## src/verilog/fst_map.svh

```systemverilog
// Register map, field positions and reset values of the FIFO status / tx count block
`ifndef FST_MAP_SVH
`define FST_MAP_SVH
`define FST_ADDR_STATUS2 8'h0d
`define FST_ADDR_TXCNT_HI 8'h10
`define FST_ADDR_TXCNT_LO 8'h11
`define FST_BIT_UNF 6
`define FST_BIT_OVR 5
`define FST_BIT_NCP 4
`define FST_LB_MSB 3
`define FST_LB_LSB 1
`define FST_BIT_NP 0
`define FST_HI_CNT_MSB 4
`define FST_LO_CNT_MSB 7
`define FST_LO_CNT_LSB 3
`define FST_LO_SPLIT_MSB 2
`define FST_CNT_SPLIT 5
`define FST_CNT_MSB 9
`define FST_FIFO_FULL 6'h20
`define FST_FIFO_EMPTY 6'h00
`define FST_BITS_FULL 3'h0
`define FST_BYTE_ZERO 8'h00
`define FST_TXCNT_RESET 10'h000
`define FST_SPLIT_RESET 3'h0
`endif

```

## src/verilog/fst_pkg.sv

```systemverilog
// Types shared by the FIFO status / tx count block
package fst_pkg;
    typedef logic [7:0] fst_byte_t;
    typedef logic [9:0] fst_count_t;
    typedef logic [2:0] fst_bits_t;
    typedef logic [5:0] fst_level_t;
endpackage

```

## src/verilog/fst_top.sv

```systemverilog
// FIFO error / last byte status and transmit byte count registers
`timescale 1ns/100ps
`include "fst_map.svh"
module fst_top (
    input wire logic mclk,
    input wire logic rst,
    input wire fst_pkg::fst_byte_t reg_addr,
    input wire fst_pkg::fst_byte_t reg_wdata,
    input wire logic reg_wr,
    input wire logic reg_rd,
    input wire logic fifo_rd,
    input wire logic fifo_wr,
    input wire fst_pkg::fst_level_t fifo_level,
    input wire logic rx_end,
    input wire fst_pkg::fst_bits_t rx_last_bits,
    input wire logic rx_parity_missing,
    input wire logic cmd_set_default,
    input wire logic cmd_clear,
    output fst_pkg::fst_byte_t reg_rdata,
    output logic queue_error_irq,
    output fst_pkg::fst_count_t tx_full_count,
    output fst_pkg::fst_bits_t split_byte_bits
);
    logic fifo_unf;
    logic fifo_ovr;
    logic last_incomplete;
    fst_pkg::fst_bits_t last_byte_bitcount;
    logic missing_parity_flag;
    logic next_fifo_unf;
    logic next_fifo_ovr;
    logic next_last_incomplete;
    fst_pkg::fst_bits_t next_last_byte_bitcount;
    logic next_missing_parity_flag;
    logic next_queue_error_irq;
    fst_pkg::fst_count_t next_tx_full_count;
    fst_pkg::fst_bits_t next_split_byte_bits;
    fst_pkg::fst_byte_t next_reg_rdata;
    fst_pkg::fst_byte_t status_byte;
    logic unf_event;
    logic ovr_event;
    logic status_clr;

    assign unf_event = fifo_rd && (fifo_level == `FST_FIFO_EMPTY);
    assign ovr_event = fifo_wr && (fifo_level == `FST_FIFO_FULL);
    assign status_clr = cmd_set_default || cmd_clear;

    always_comb begin
        status_byte = `FST_BYTE_ZERO;
        status_byte[`FST_BIT_UNF] = fifo_unf;
        status_byte[`FST_BIT_OVR] = fifo_ovr;
        status_byte[`FST_BIT_NCP] = last_incomplete;
        status_byte[`FST_LB_MSB:`FST_LB_LSB] = last_byte_bitcount;
        status_byte[`FST_BIT_NP] = missing_parity_flag;
    end

    // Status: a new event in the clearing cycle survives the clear
    always_comb begin
        next_fifo_unf = (fifo_unf && !status_clr) || unf_event;
        next_fifo_ovr = (fifo_ovr && !status_clr) || ovr_event;
        next_last_incomplete = last_incomplete && !status_clr;
        next_last_byte_bitcount = status_clr ? `FST_SPLIT_RESET : last_byte_bitcount;
        next_missing_parity_flag = missing_parity_flag && !status_clr;
        if (rx_end) begin
            next_last_incomplete = (rx_last_bits != `FST_BITS_FULL);
            next_last_byte_bitcount = rx_last_bits;
            next_missing_parity_flag = rx_parity_missing;
        end
        next_queue_error_irq = unf_event || ovr_event;
    end

    always_ff @(posedge mclk) begin
        if (rst) begin
            fifo_unf <= 1'b0;
            fifo_ovr <= 1'b0;
            last_incomplete <= 1'b0;
            last_byte_bitcount <= `FST_SPLIT_RESET;
            missing_parity_flag <= 1'b0;
            queue_error_irq <= 1'b0;
        end else begin
            fifo_unf <= next_fifo_unf;
            fifo_ovr <= next_fifo_ovr;
            last_incomplete <= next_last_incomplete;
            last_byte_bitcount <= next_last_byte_bitcount;
            missing_parity_flag <= next_missing_parity_flag;
            queue_error_irq <= next_queue_error_irq;
        end
    end

    // Count registers; restore-defaults wins over a write in the same cycle
    always_comb begin
        next_tx_full_count = tx_full_count;
        next_split_byte_bits = split_byte_bits;
        if (reg_wr && reg_addr == `FST_ADDR_TXCNT_HI) begin
            next_tx_full_count[`FST_CNT_MSB:`FST_CNT_SPLIT] =
                reg_wdata[`FST_HI_CNT_MSB:0];
        end
        if (reg_wr && reg_addr == `FST_ADDR_TXCNT_LO) begin
            next_tx_full_count[`FST_CNT_SPLIT-1:0] =
                reg_wdata[`FST_LO_CNT_MSB:`FST_LO_CNT_LSB];
            next_split_byte_bits = reg_wdata[`FST_LO_SPLIT_MSB:0];
        end
        if (cmd_set_default) begin
            next_tx_full_count = `FST_TXCNT_RESET;
            next_split_byte_bits = `FST_SPLIT_RESET;
        end
    end

    // Read data is a flop so the SPI side sees a stable byte one cycle later
    always_comb begin
        next_reg_rdata = reg_rdata;
        if (reg_rd) begin
            case (reg_addr)
                `FST_ADDR_STATUS2: next_reg_rdata = status_byte;
                `FST_ADDR_TXCNT_HI: begin
                    next_reg_rdata = `FST_BYTE_ZERO;
                    next_reg_rdata[`FST_HI_CNT_MSB:0] =
                        tx_full_count[`FST_CNT_MSB:`FST_CNT_SPLIT];
                end
                `FST_ADDR_TXCNT_LO: next_reg_rdata = {tx_full_count[`FST_CNT_SPLIT-1:0],
                    split_byte_bits};
                default: next_reg_rdata = `FST_BYTE_ZERO;
            endcase
        end
    end

    always_ff @(posedge mclk) begin
        if (rst) begin
            tx_full_count <= `FST_TXCNT_RESET;
            split_byte_bits <= `FST_SPLIT_RESET;
        end else begin
            tx_full_count <= next_tx_full_count;
            split_byte_bits <= next_split_byte_bits;
        end
    end

    // Read data register kept apart from the counts
    always_ff @(posedge mclk) begin
        if (rst) begin
            reg_rdata <= `FST_BYTE_ZERO;
        end else begin
            reg_rdata <= next_reg_rdata;
        end
    end
endmodule

```

## config.mk

```make
export PLATFORM = sky130hd
export DESIGN_NAME = fst_top
export DESIGN_NICKNAME = d
export VERILOG_FILES = /design/src/verilog/fst_pkg.sv /design/src/verilog/fst_top.sv
export VERILOG_INCLUDE_DIRS = /design/src /design/src/verilog
export SDC_FILE = /design/constraint.sdc
export NUM_CORES = 1
export LEC_CHECK = 0
export ABC_AREA = 1
export BUFFER_PORTS_ARGS = -buffer_cell sky130_fd_sc_hd__buf_2
export CAP_MARGIN = 5
export CORE_MARGIN = 1
export CORE_UTILIZATION = 44
export CTS_BUF_LIST = sky130_fd_sc_hd__clkbuf_8
export DETAILED_ROUTE_END_ITERATION = 8
export GPL_TIMING_DRIVEN = 0
export MAX_ROUTING_LAYER = met4
export PLACE_DENSITY = 0.87
export SLEW_MARGIN = 25
export SYNTH_ARGS = -nofsm -noshare
export SYNTH_HDL_FRONTEND = slang
export SYNTH_SLANG_ARGS = --single-unit
```

## constraint.sdc

```tcl
create_clock -name mclk -period 0.9 [get_ports mclk]
set_input_delay 0.09 -clock mclk [delete_from_list [all_inputs] [get_ports mclk]]
set_output_delay 0.09 -clock mclk [all_outputs]
set_load 0.01 [all_outputs]
```

# [After elaboration in Yosys (flattened, before gate mapping)]
# Index checks and enable logic that the tools add are counted.
[word_totals] wordCells=36 reg_bits=29 output_inout_bits=22 inputBits=35 n_memories=0 mem_bits_rw=0 romBits=0 latch_bits=0
[op_classes] addsub=0 multipliers=0 reduce_logical=17 shift=0 magnitude_cmp=0 mux=5 div=0 n_bitwise=0 n_eq_ne=4
[op_table] op="$pmux 8 s3" n=1
[op_table] op="$eq 8x5->1 const B" n=2
[op_table] op="$eq 8x4->1 const B" n=1
[op_table] op="$logic_and 1x1->1" n=8
[op_table] op="$eq 6x6->1 const B" n=1
[op_table] op="$logic_not 6->1" n=1
[op_table] op="$mux 3" n=2
[op_table] op="$logic_or 1x1->1" n=4
[op_table] op="$reduce_bool 3->1" n=1
[op_table] op="$mux 1" n=2
[op_table] op="$reduce_bool 2->1" n=1
[op_table] op="$reduce_or 2->1" n=1
[op_table] op="$logic_not 1->1" n=1

# [Longest topological paths before layout]
# Gate-level depths: netlist (run 1).
[logic_depth] ltp_word=4 ltp_mapped=8 ltp_nobuf=8

# [Worst setup path after synthesis (run 1)]
# No wires, ideal clock.
[synth_timing] path_kind="input to register" from="input reg_addr[1]" to="register split_byte_bits[0]" arrival_time_ps=784 required_ps=784 setup_slack_ps=0 stages=8 path_cell_list="inv_2 nand2_2 nor2_8 nand2_4 nor2_8 inv_2 nor2_1 nor2_1"
[synth_via] elab_chain_cells=2
[synth_lines] item="from (decl)" line_no="fst_top.sv:7" rtl="input wire fst_pkg::fst_byte_t reg_addr,"
[synth_lines] item="$eq 8x5->1"
[synth_lines] item="$logic_and 1x1->1 (no line)"
[synth_lines] item="to (signal assigned)" line_no="fst_top.sv:129" rtl="split_byte_bits <= `FST_SPLIT_RESET;"
[synth_lines] item="to (signal assigned)" line_no="fst_top.sv:132" rtl="split_byte_bits <= next_split_byte_bits;"
[synth_lines] item="to (decl)" line_no="fst_top.sv:22" rtl="output fst_pkg::fst_bits_t split_byte_bits"
# Every way passes these cells.
# A chain may end at the register's enable or synchronous reset.

# [Worst setup path after layout (run 1)]
[layout_timing] from="register split_byte_bits[1]" to="output split_byte_bits[1]"
# No word-level cell between the ends.

==> flow_metrics.tcl, run 1 <==
set metrics [dict create \
    finish.utilization_pct 64.8 \
    num_antenna_cells 0 \
    cts_tree "done" \
    tns_ns 0 \
    worstPathCellList "buf_2" \
    filler_cell_count 258 \
    num_cts_buffers 5 \
    multiInputGateArea_um2 707 \
    via_per_inst 5.05 \
    crit_buf_inv 1 \
    ir_drop_mv 1.32 \
    synth_seq_cells 29 \
    hold_viol_final 0 \
    post_layout_nonfiller_instances 280 \
    power_per_cell_area_nw_per_um2 1400 \
    critical_setup_path_kind "flop to output port" \
    finalWirelength_um 3290 \
    hold_buffers 0 \
    failed_checks "DRC" \
    crit_slowest_cell "sky130_fd_sc_hd__dfxtp_1" \
    netlist.area_leader.share_pct 42.2 \
    firstDrtPassIters 6 \
    first_pass_grt_wire_length_um 5250 \
    total_leakage_power_nw 0.944 \
    drv_slew 0 \
    grt.overflow.total 0 \
    tightest_slew_ns 0.407 \
    cp-start-kind "flop" \
    period_needed_ns 0.883 \
    first_global_vias 1246 \
    yosysTopAreaCell "sky130_fd_sc_hd__dfxtp_1" \
    cts_htree_levels 2 \
    timing.slew.headroom_pct 72.8 \
    r2r_cells 4 \
    setup_violations 0 \
    synth_common_cells "29 x sky130_fd_sc_hd__dfxtp_1, 28 x sky130_fd_sc_hd__nand2_1, 26 x sky130_fd_sc_hd__nand3_1" \
    global_route_usage_over_all_layers_pct 21.5 \
    grt_start_max_net_pins 11 \
    synth_area_per_cell_um2 7.56 \
    yosys.cell_count.top_type "sky130_fd_sc_hd__dfxtp_1" \
    drt.antenna.violating_nets 0 \
    clock_skew_ns 0.00655 \
    clock_tree_root "sky130_fd_sc_hd__clkbuf_8" \
    via_count 1414 \
    area_growth_pct 34.5 \
    starting_density_of_the_core_pct 48.2 \
    yosysUniqueCellTypes 22 \
    fp.dieW_um 57.9 \
    cts.path.max_buffers 2 \
    detailedRoute.firstIterationViolations 50 \
    synth_enable_flop_cells 0 \
    yosys_warnings 0 \
    endpoint_kind "output port" \
    portion_of_the_clock_cycle_consumed_by_the_worst_path_in_the_final_layout_pct 98.1 \
    dp.cells 267 \
    worst_ep_arrival_time_ns 0.79 \
    syn-instance-count 182 \
    crit_path_required_time_ns 0.81 \
    core_area_um2 2850 \
    hold_path_class "input pin to flop" \
    seqCellArea_um2 592 \
    final_layout_size_suffix_gt1_share_pct 41.8 \
    clock_latency_reported_for_the_late_side_of_the_worst_skew_pair_ns 0.28 \
    slowest_delay_ns 0.37 \
    mappedNetlistNets 217 \
    synthesis.area_um2 1380 \
    gp_congestion 0.776 \
    cts.sinks 29 \
    post_synth_top_flop "sky130_fd_sc_hd__dfxtp_1" \
    dp_hpwl_um 2460 \
    timing.max_cap.violations 0 \
    fmax_mhz 1130 \
    fin_nets 284 \
    routed_wirelength_normalized_by_instance_count_um 11.8 \
    boundaryPins 57 \
    critPathTopFamily "flip-flops" \
    hold-path-cell-count 3 \
    crit_path_max_fanout 3 \
    drc_violations 4 \
    netlist_top_cells_area "sky130_fd_sc_hd__dfxtp_1 42%, sky130_fd_sc_hd__nand3_1 9.5%, sky130_fd_sc_hd__nand2_1 7.6%, sky130_fd_sc_hd__nor2_1 6.8%, sky130_fd_sc_hd__a21oi_1 5.8%" \
    clkTransAtPathRegs_ns 0.06 \
    hold-worst-slack_ns 0.0352 \
    critical_path_depth 1 \
    synth_seq_area_share_pct 42.2 \
    chipHeight_um 57.9 \
    fp.dieArea_um2 3350 \
    synth_async_sr_flop_share_pct 0 \
    grt_antenna_before_repair 0 \
    number_of_cell_rows 19 \
    status "finished with violations" \
    io_buffers 54 \
]
## kinds of logic after synthesis
| logic type | share of synthesized area, % |
|---|---|
| simple gates | 37.7 |
| compound gates | 13.0 |
| flops | 42.2 |
| buf+inv | 7.10 |
## cells in the final DEF, fill, tap and decap left out, types with 2 or more instances in the layout
| master | Yosys | routed |
|---|---|---|
| sky130_fd_sc_hd__a21oi_1 | 16 | 16 |
| sky130_fd_sc_hd__a21oi_2 | 3 | 3 |
| sky130_fd_sc_hd__buf_2 | 3 | 57 |
| sky130_fd_sc_hd__buf_4 | 0 | 5 |
| sky130_fd_sc_hd__clkbuf_8 | 0 | 6 |
| sky130_fd_sc_hd__dfxtp_1 | 29 | 20 |
| sky130_fd_sc_hd__dfxtp_2 | 0 | 9 |
| sky130_fd_sc_hd__inv_1 | 12 | 13 |
| sky130_fd_sc_hd__inv_2 | 6 | 6 |
| sky130_fd_sc_hd__nand2_1 | 28 | 28 |
| sky130_fd_sc_hd__nand2_2 | 3 | 3 |
| sky130_fd_sc_hd__nand2_4 | 2 | 2 |
| sky130_fd_sc_hd__nand3_1 | 26 | 26 |
| sky130_fd_sc_hd__nand3_2 | 5 | 5 |
| sky130_fd_sc_hd__nor2_1 | 25 | 25 |
| sky130_fd_sc_hd__nor2_4 | 1 | 3 |
| sky130_fd_sc_hd__nor2_8 | 3 | 3 |
| sky130_fd_sc_hd__o21ai_0 | 12 | 12 |
## worst register-to-register path: cells and delay by family (launching register included)
family           cells  cell delay, ns
AND/OR/NAND/NOR      3            0.25
AO/OA/AOI/OAI        1            0.11
flip-flops           1            0.37
## routing by layer
metal | track usage, % | routed length (um)
met1 | 24.2 | 1440
met2 | 35.8 | 1590
met3 | 7.14 | 219
met4 | 7.14 | 46
met5 | - | 0
## power breakdown
part | switching, mW | internal [mW] | total (mW)
clock | 0.451 | 0.593 | 1.04
combinational | 0.144 | 0.101 | 0.245
sequential | 0.00903 | 1.30 | 1.31
total | 0.605 | 1.99 | 2.60
## timing repair
| action | CTS | global route |
|---|---|---|
| gates cloned | 0 | 0 |
| resized for setup | 1 | 10 |
| endpoints found under the setup margin | 1 | 18 |
| pin swaps | 0 | 4 |
| setup buffers | 0 | 6 |
## worst paths after layout
kind	from	slack, ns	endpoint
max	split_byte_bits[1]$_SDFFE_PP0P_	0.02	split_byte_bits[1]
max reg2reg	split_byte_bits[1]$_SDFFE_PP0P_	0.10	reg_rdata[1]$_SDFFE_PP0P_
min	reg_wdata[7]	0.04	tx_full_count[4]$_SDFFE_PP0P_
min reg2reg	reg_rdata[5]$_SDFFE_PP0P_	0.46	reg_rdata[5]$_SDFFE_PP0P_
## stage by stage
step	cell area [um2]	total power, mW	setup slack, ns
floorplan	1380	1.46	0.00407
global placement	1680	1.56	-0.202
detailed placement	1680	1.56	-0.253
CTS	1770	2.60	0.00142
global route	1850	2.68	-0.00416
finish	1850	2.60	0.0167
## registers in the layout (all words and copies together) (netlist names)
| signal | cells |
|---|---|
| split_byte_bits | 3 |
| missing_parity_flag | 1 |
| tx_full_count | 10 |
| last_incomplete | 1 |
| last_byte_bitcount | 3 |
| fifo_unf | 1 |
| reg_rdata | 8 |
| queue_error_irq | 1 |
| fifo_ovr | 1 |
## layout make-up
| class | count | area share (%) |
|---|---|---|
| multi-input cells | 130 | 38.2 |
| flip-flops and latches | 29 | 32.0 |
| clock buffers | 6 | 4.47 |
| clock inverters | 1 | 0.203 |
| well taps | 31 | 2.10 |
| inverters | 18 | 3.65 |
| plain buffers | 5 | 1.62 |
| repair buffers | 60 | 17.7 |
No activity file was read; power rests on OpenSTA's default activity.
==> inputs of run 2 (changes only) <==
--- a/config.mk
+++ b/config.mk
@@ -10,12 +10,12 @@
 export BUFFER_PORTS_ARGS = -buffer_cell sky130_fd_sc_hd__buf_2
 export CAP_MARGIN = 5
 export CORE_MARGIN = 1
-export CORE_UTILIZATION = 44
+export CORE_UTILIZATION = 28
 export CTS_BUF_LIST = sky130_fd_sc_hd__clkbuf_8
 export DETAILED_ROUTE_END_ITERATION = 8
 export GPL_TIMING_DRIVEN = 0
 export MAX_ROUTING_LAYER = met4
-export PLACE_DENSITY = 0.87
+export PLACE_DENSITY = 0.63
 export SLEW_MARGIN = 25
 export SYNTH_ARGS = -nofsm -noshare
 export SYNTH_HDL_FRONTEND = slang
==> run 2 against run 1 <==
- the run now ends clean
- maximum frequency grew 2.4%
- sequential power is essentially flat
- clock-buffer cell count shrank 1
- worst hold slack lost 0.0055 ns
- critical path type unchanged
- critical endpoint is now tx_full_count[6]
- largest power group unchanged
- highest routed layer unchanged
==> flow_metrics.tcl, run 2 (synthesis results as in run 1) <==
set metrics [dict create \
    status "completed" \
    detailedRoute.firstIterationViolations 102 \
    dp_hpwl_um 2740 \
    timing.max_cap.violations 0 \
    clock_skew_ns 0.00440 \
    crit_slowest_cell "sky130_fd_sc_hd__dfxtp_2" \
    largest_register_ff_count 10 \
    routed_wirelength_normalized_by_instance_count_um 11.3 \
    critical_setup_path_kind "flop to output port" \
    chipHeight_um 72.1 \
    final_layout_size_suffix_gt1_share_pct 42.5 \
    hold_buffers 0 \
    critPathTopFamily "flip-flops" \
    fin_nets 281 \
    num_antenna_cells 0 \
    cts_tree "done" \
    first_global_vias 1340 \
    crit_path_max_fanout 3 \
    multiInputGateArea_um2 711 \
    ir_drop_mv 0.513 \
    filler_cell_count 494 \
    largestRegisters "tx_full_count: 10 flops, reg_rdata: 8 flops" \
    hold_path_class "input pin to flop" \
    global_route_usage_over_all_layers_pct 14.9 \
    core_area_um2 4720 \
    slowest_delay_ns 0.36 \
    setup_violations 0 \
    tightest_slew_ns 0.443 \
    clock_latency_reported_for_the_late_side_of_the_worst_skew_pair_ns 0.28 \
    seqCellArea_um2 597 \
    final_common_cell "sky130_fd_sc_hd__buf_2" \
    finish.instance_area_um2 1860 \
    hold_viol_final 0 \
    crit_path_required_time_ns 0.81 \
    first_pass_grt_wire_length_um 5700 \
    dpl_cell_area_um2 1730 \
    power_per_cell_area_nw_per_um2 1360 \
    dp_worst_setup_slack_ns -0.266 \
    cts.sinks 29 \
    worst_ep_arrival_time_ns 0.77 \
    fmax_mhz 1160 \
    worstPathCellList "buf_2" \
    finish.utilization_pct 39.4 \
    registers.top_by_ff_count "tx_full_count" \
    fp.dieArea_um2 5200 \
    drv_slew 0 \
    tns_ns 0 \
    highest_routing_layer_actually_used "met4" \
    boundaryPins 57 \
    finalWirelength_um 3560 \
    endpoint_kind "output port" \
    period_needed_ns 0.863 \
    via_per_inst 4.45 \
    timing.slew.headroom_pct 70.4 \
    clkTransAtPathRegs_ns 0.06 \
    area_growth_pct 35.4 \
    grt_antenna_before_repair 0 \
    most_frequent_cells_in_the_layout "57 x sky130_fd_sc_hd__buf_2, 28 x sky130_fd_sc_hd__nand2_1, 26 x sky130_fd_sc_hd__nand3_1, 25 x sky130_fd_sc_hd__nor2_1, 16 x sky130_fd_sc_hd__dfxtp_1" \
    final_critical_path_setup_slack_ns 0.0373 \
    wl_met3_um 198 \
    clock_tree_root "sky130_fd_sc_hd__clkbuf_8" \
    hold-worst-slack_ns 0.0297 \
    gp_congestion 0.754 \
    grt_start_max_net_pins 11 \
    io_buffers 54 \
    firstDrtPassIters 4 \
    portion_of_the_clock_cycle_consumed_by_the_worst_path_in_the_final_layout_pct 95.9 \
    cts_htree_levels 2 \
    starting_density_of_the_core_pct 29.1 \
    crit_buf_inv 1 \
    number_of_cell_rows 25 \
    grt.overflow.total 0 \
    wl_met2_um 1660 \
    wirelength_met1_um 1620 \
    via_count 1397 \
    num_cts_buffers 5 \
    drt.antenna.violating_nets 0 \
    cts.path.max_buffers 2 \
    total_leakage_power_nw 0.935 \
    cp-start-kind "flop" \
    drc_violations 0 \
    fp.dieW_um 72.1 \
]
==> run 2: routing by layer <==
metal / vias up / global-route usage [%]
li1: 719 / -
met1: 627 / 17.1
met2: 42 / 23.2
met3: 9 / 4.86
met4: 0 / 7.63
met5: - / -
==> run 2: repair_timing <==
action,4_1_cts,5_1_grt
endpoints found under the hold margin,0,0
endpoints found under the setup margin,4,21
setup buffers,0,3
pin swaps,0,2
gates cloned,0,0
resized for setup,4,12
==> run 2: power by group <==
part           switching, mW  total [mW]  leakage (nW)  internal, mW
logic                  0.146       0.244         0.642        0.0983
clock network          0.461       0.973        0.0519         0.513
registers            0.00965        1.31         0.241          1.30
==> run 2: layout make-up <==
cell class                 count  share of cell area [%]
buffer                         5                    1.61
clock buffer                   5                    3.70
clock inverter                 3                   0.605
inverter                      18                    3.63
multi-input combinational    130                    38.2
sequential                    29                    32.1
tap                           67                    4.50
timing repair buffer          57                    15.7
==> run 2: worst paths after layout <==
check,from,endpoint,slack (ns),cells past startpoint
worst max register to register,last_incomplete$_SDFF_PP0_,reg_rdata[4]$_SDFFE_PP0P_,0.12,4
worst min-delay path,reg_wdata[5],tx_full_count[2]$_SDFFE_PP0P_,0.03,3
worst max-delay path,tx_full_count[6]$_SDFFE_PP0P_,tx_full_count[6],0.04,1
worst min register to register,reg_rdata[1]$_SDFFE_PP0P_,reg_rdata[1]$_SDFFE_PP0P_,0.47,2
==> run 2: through the flow <==
stage	total power [mW]	instances
after floorplan	1.46	182
after global placement	1.57	303
after detailed placement	1.57	303
after CTS	2.55	311
after global routing	2.65	314
final	2.52	314
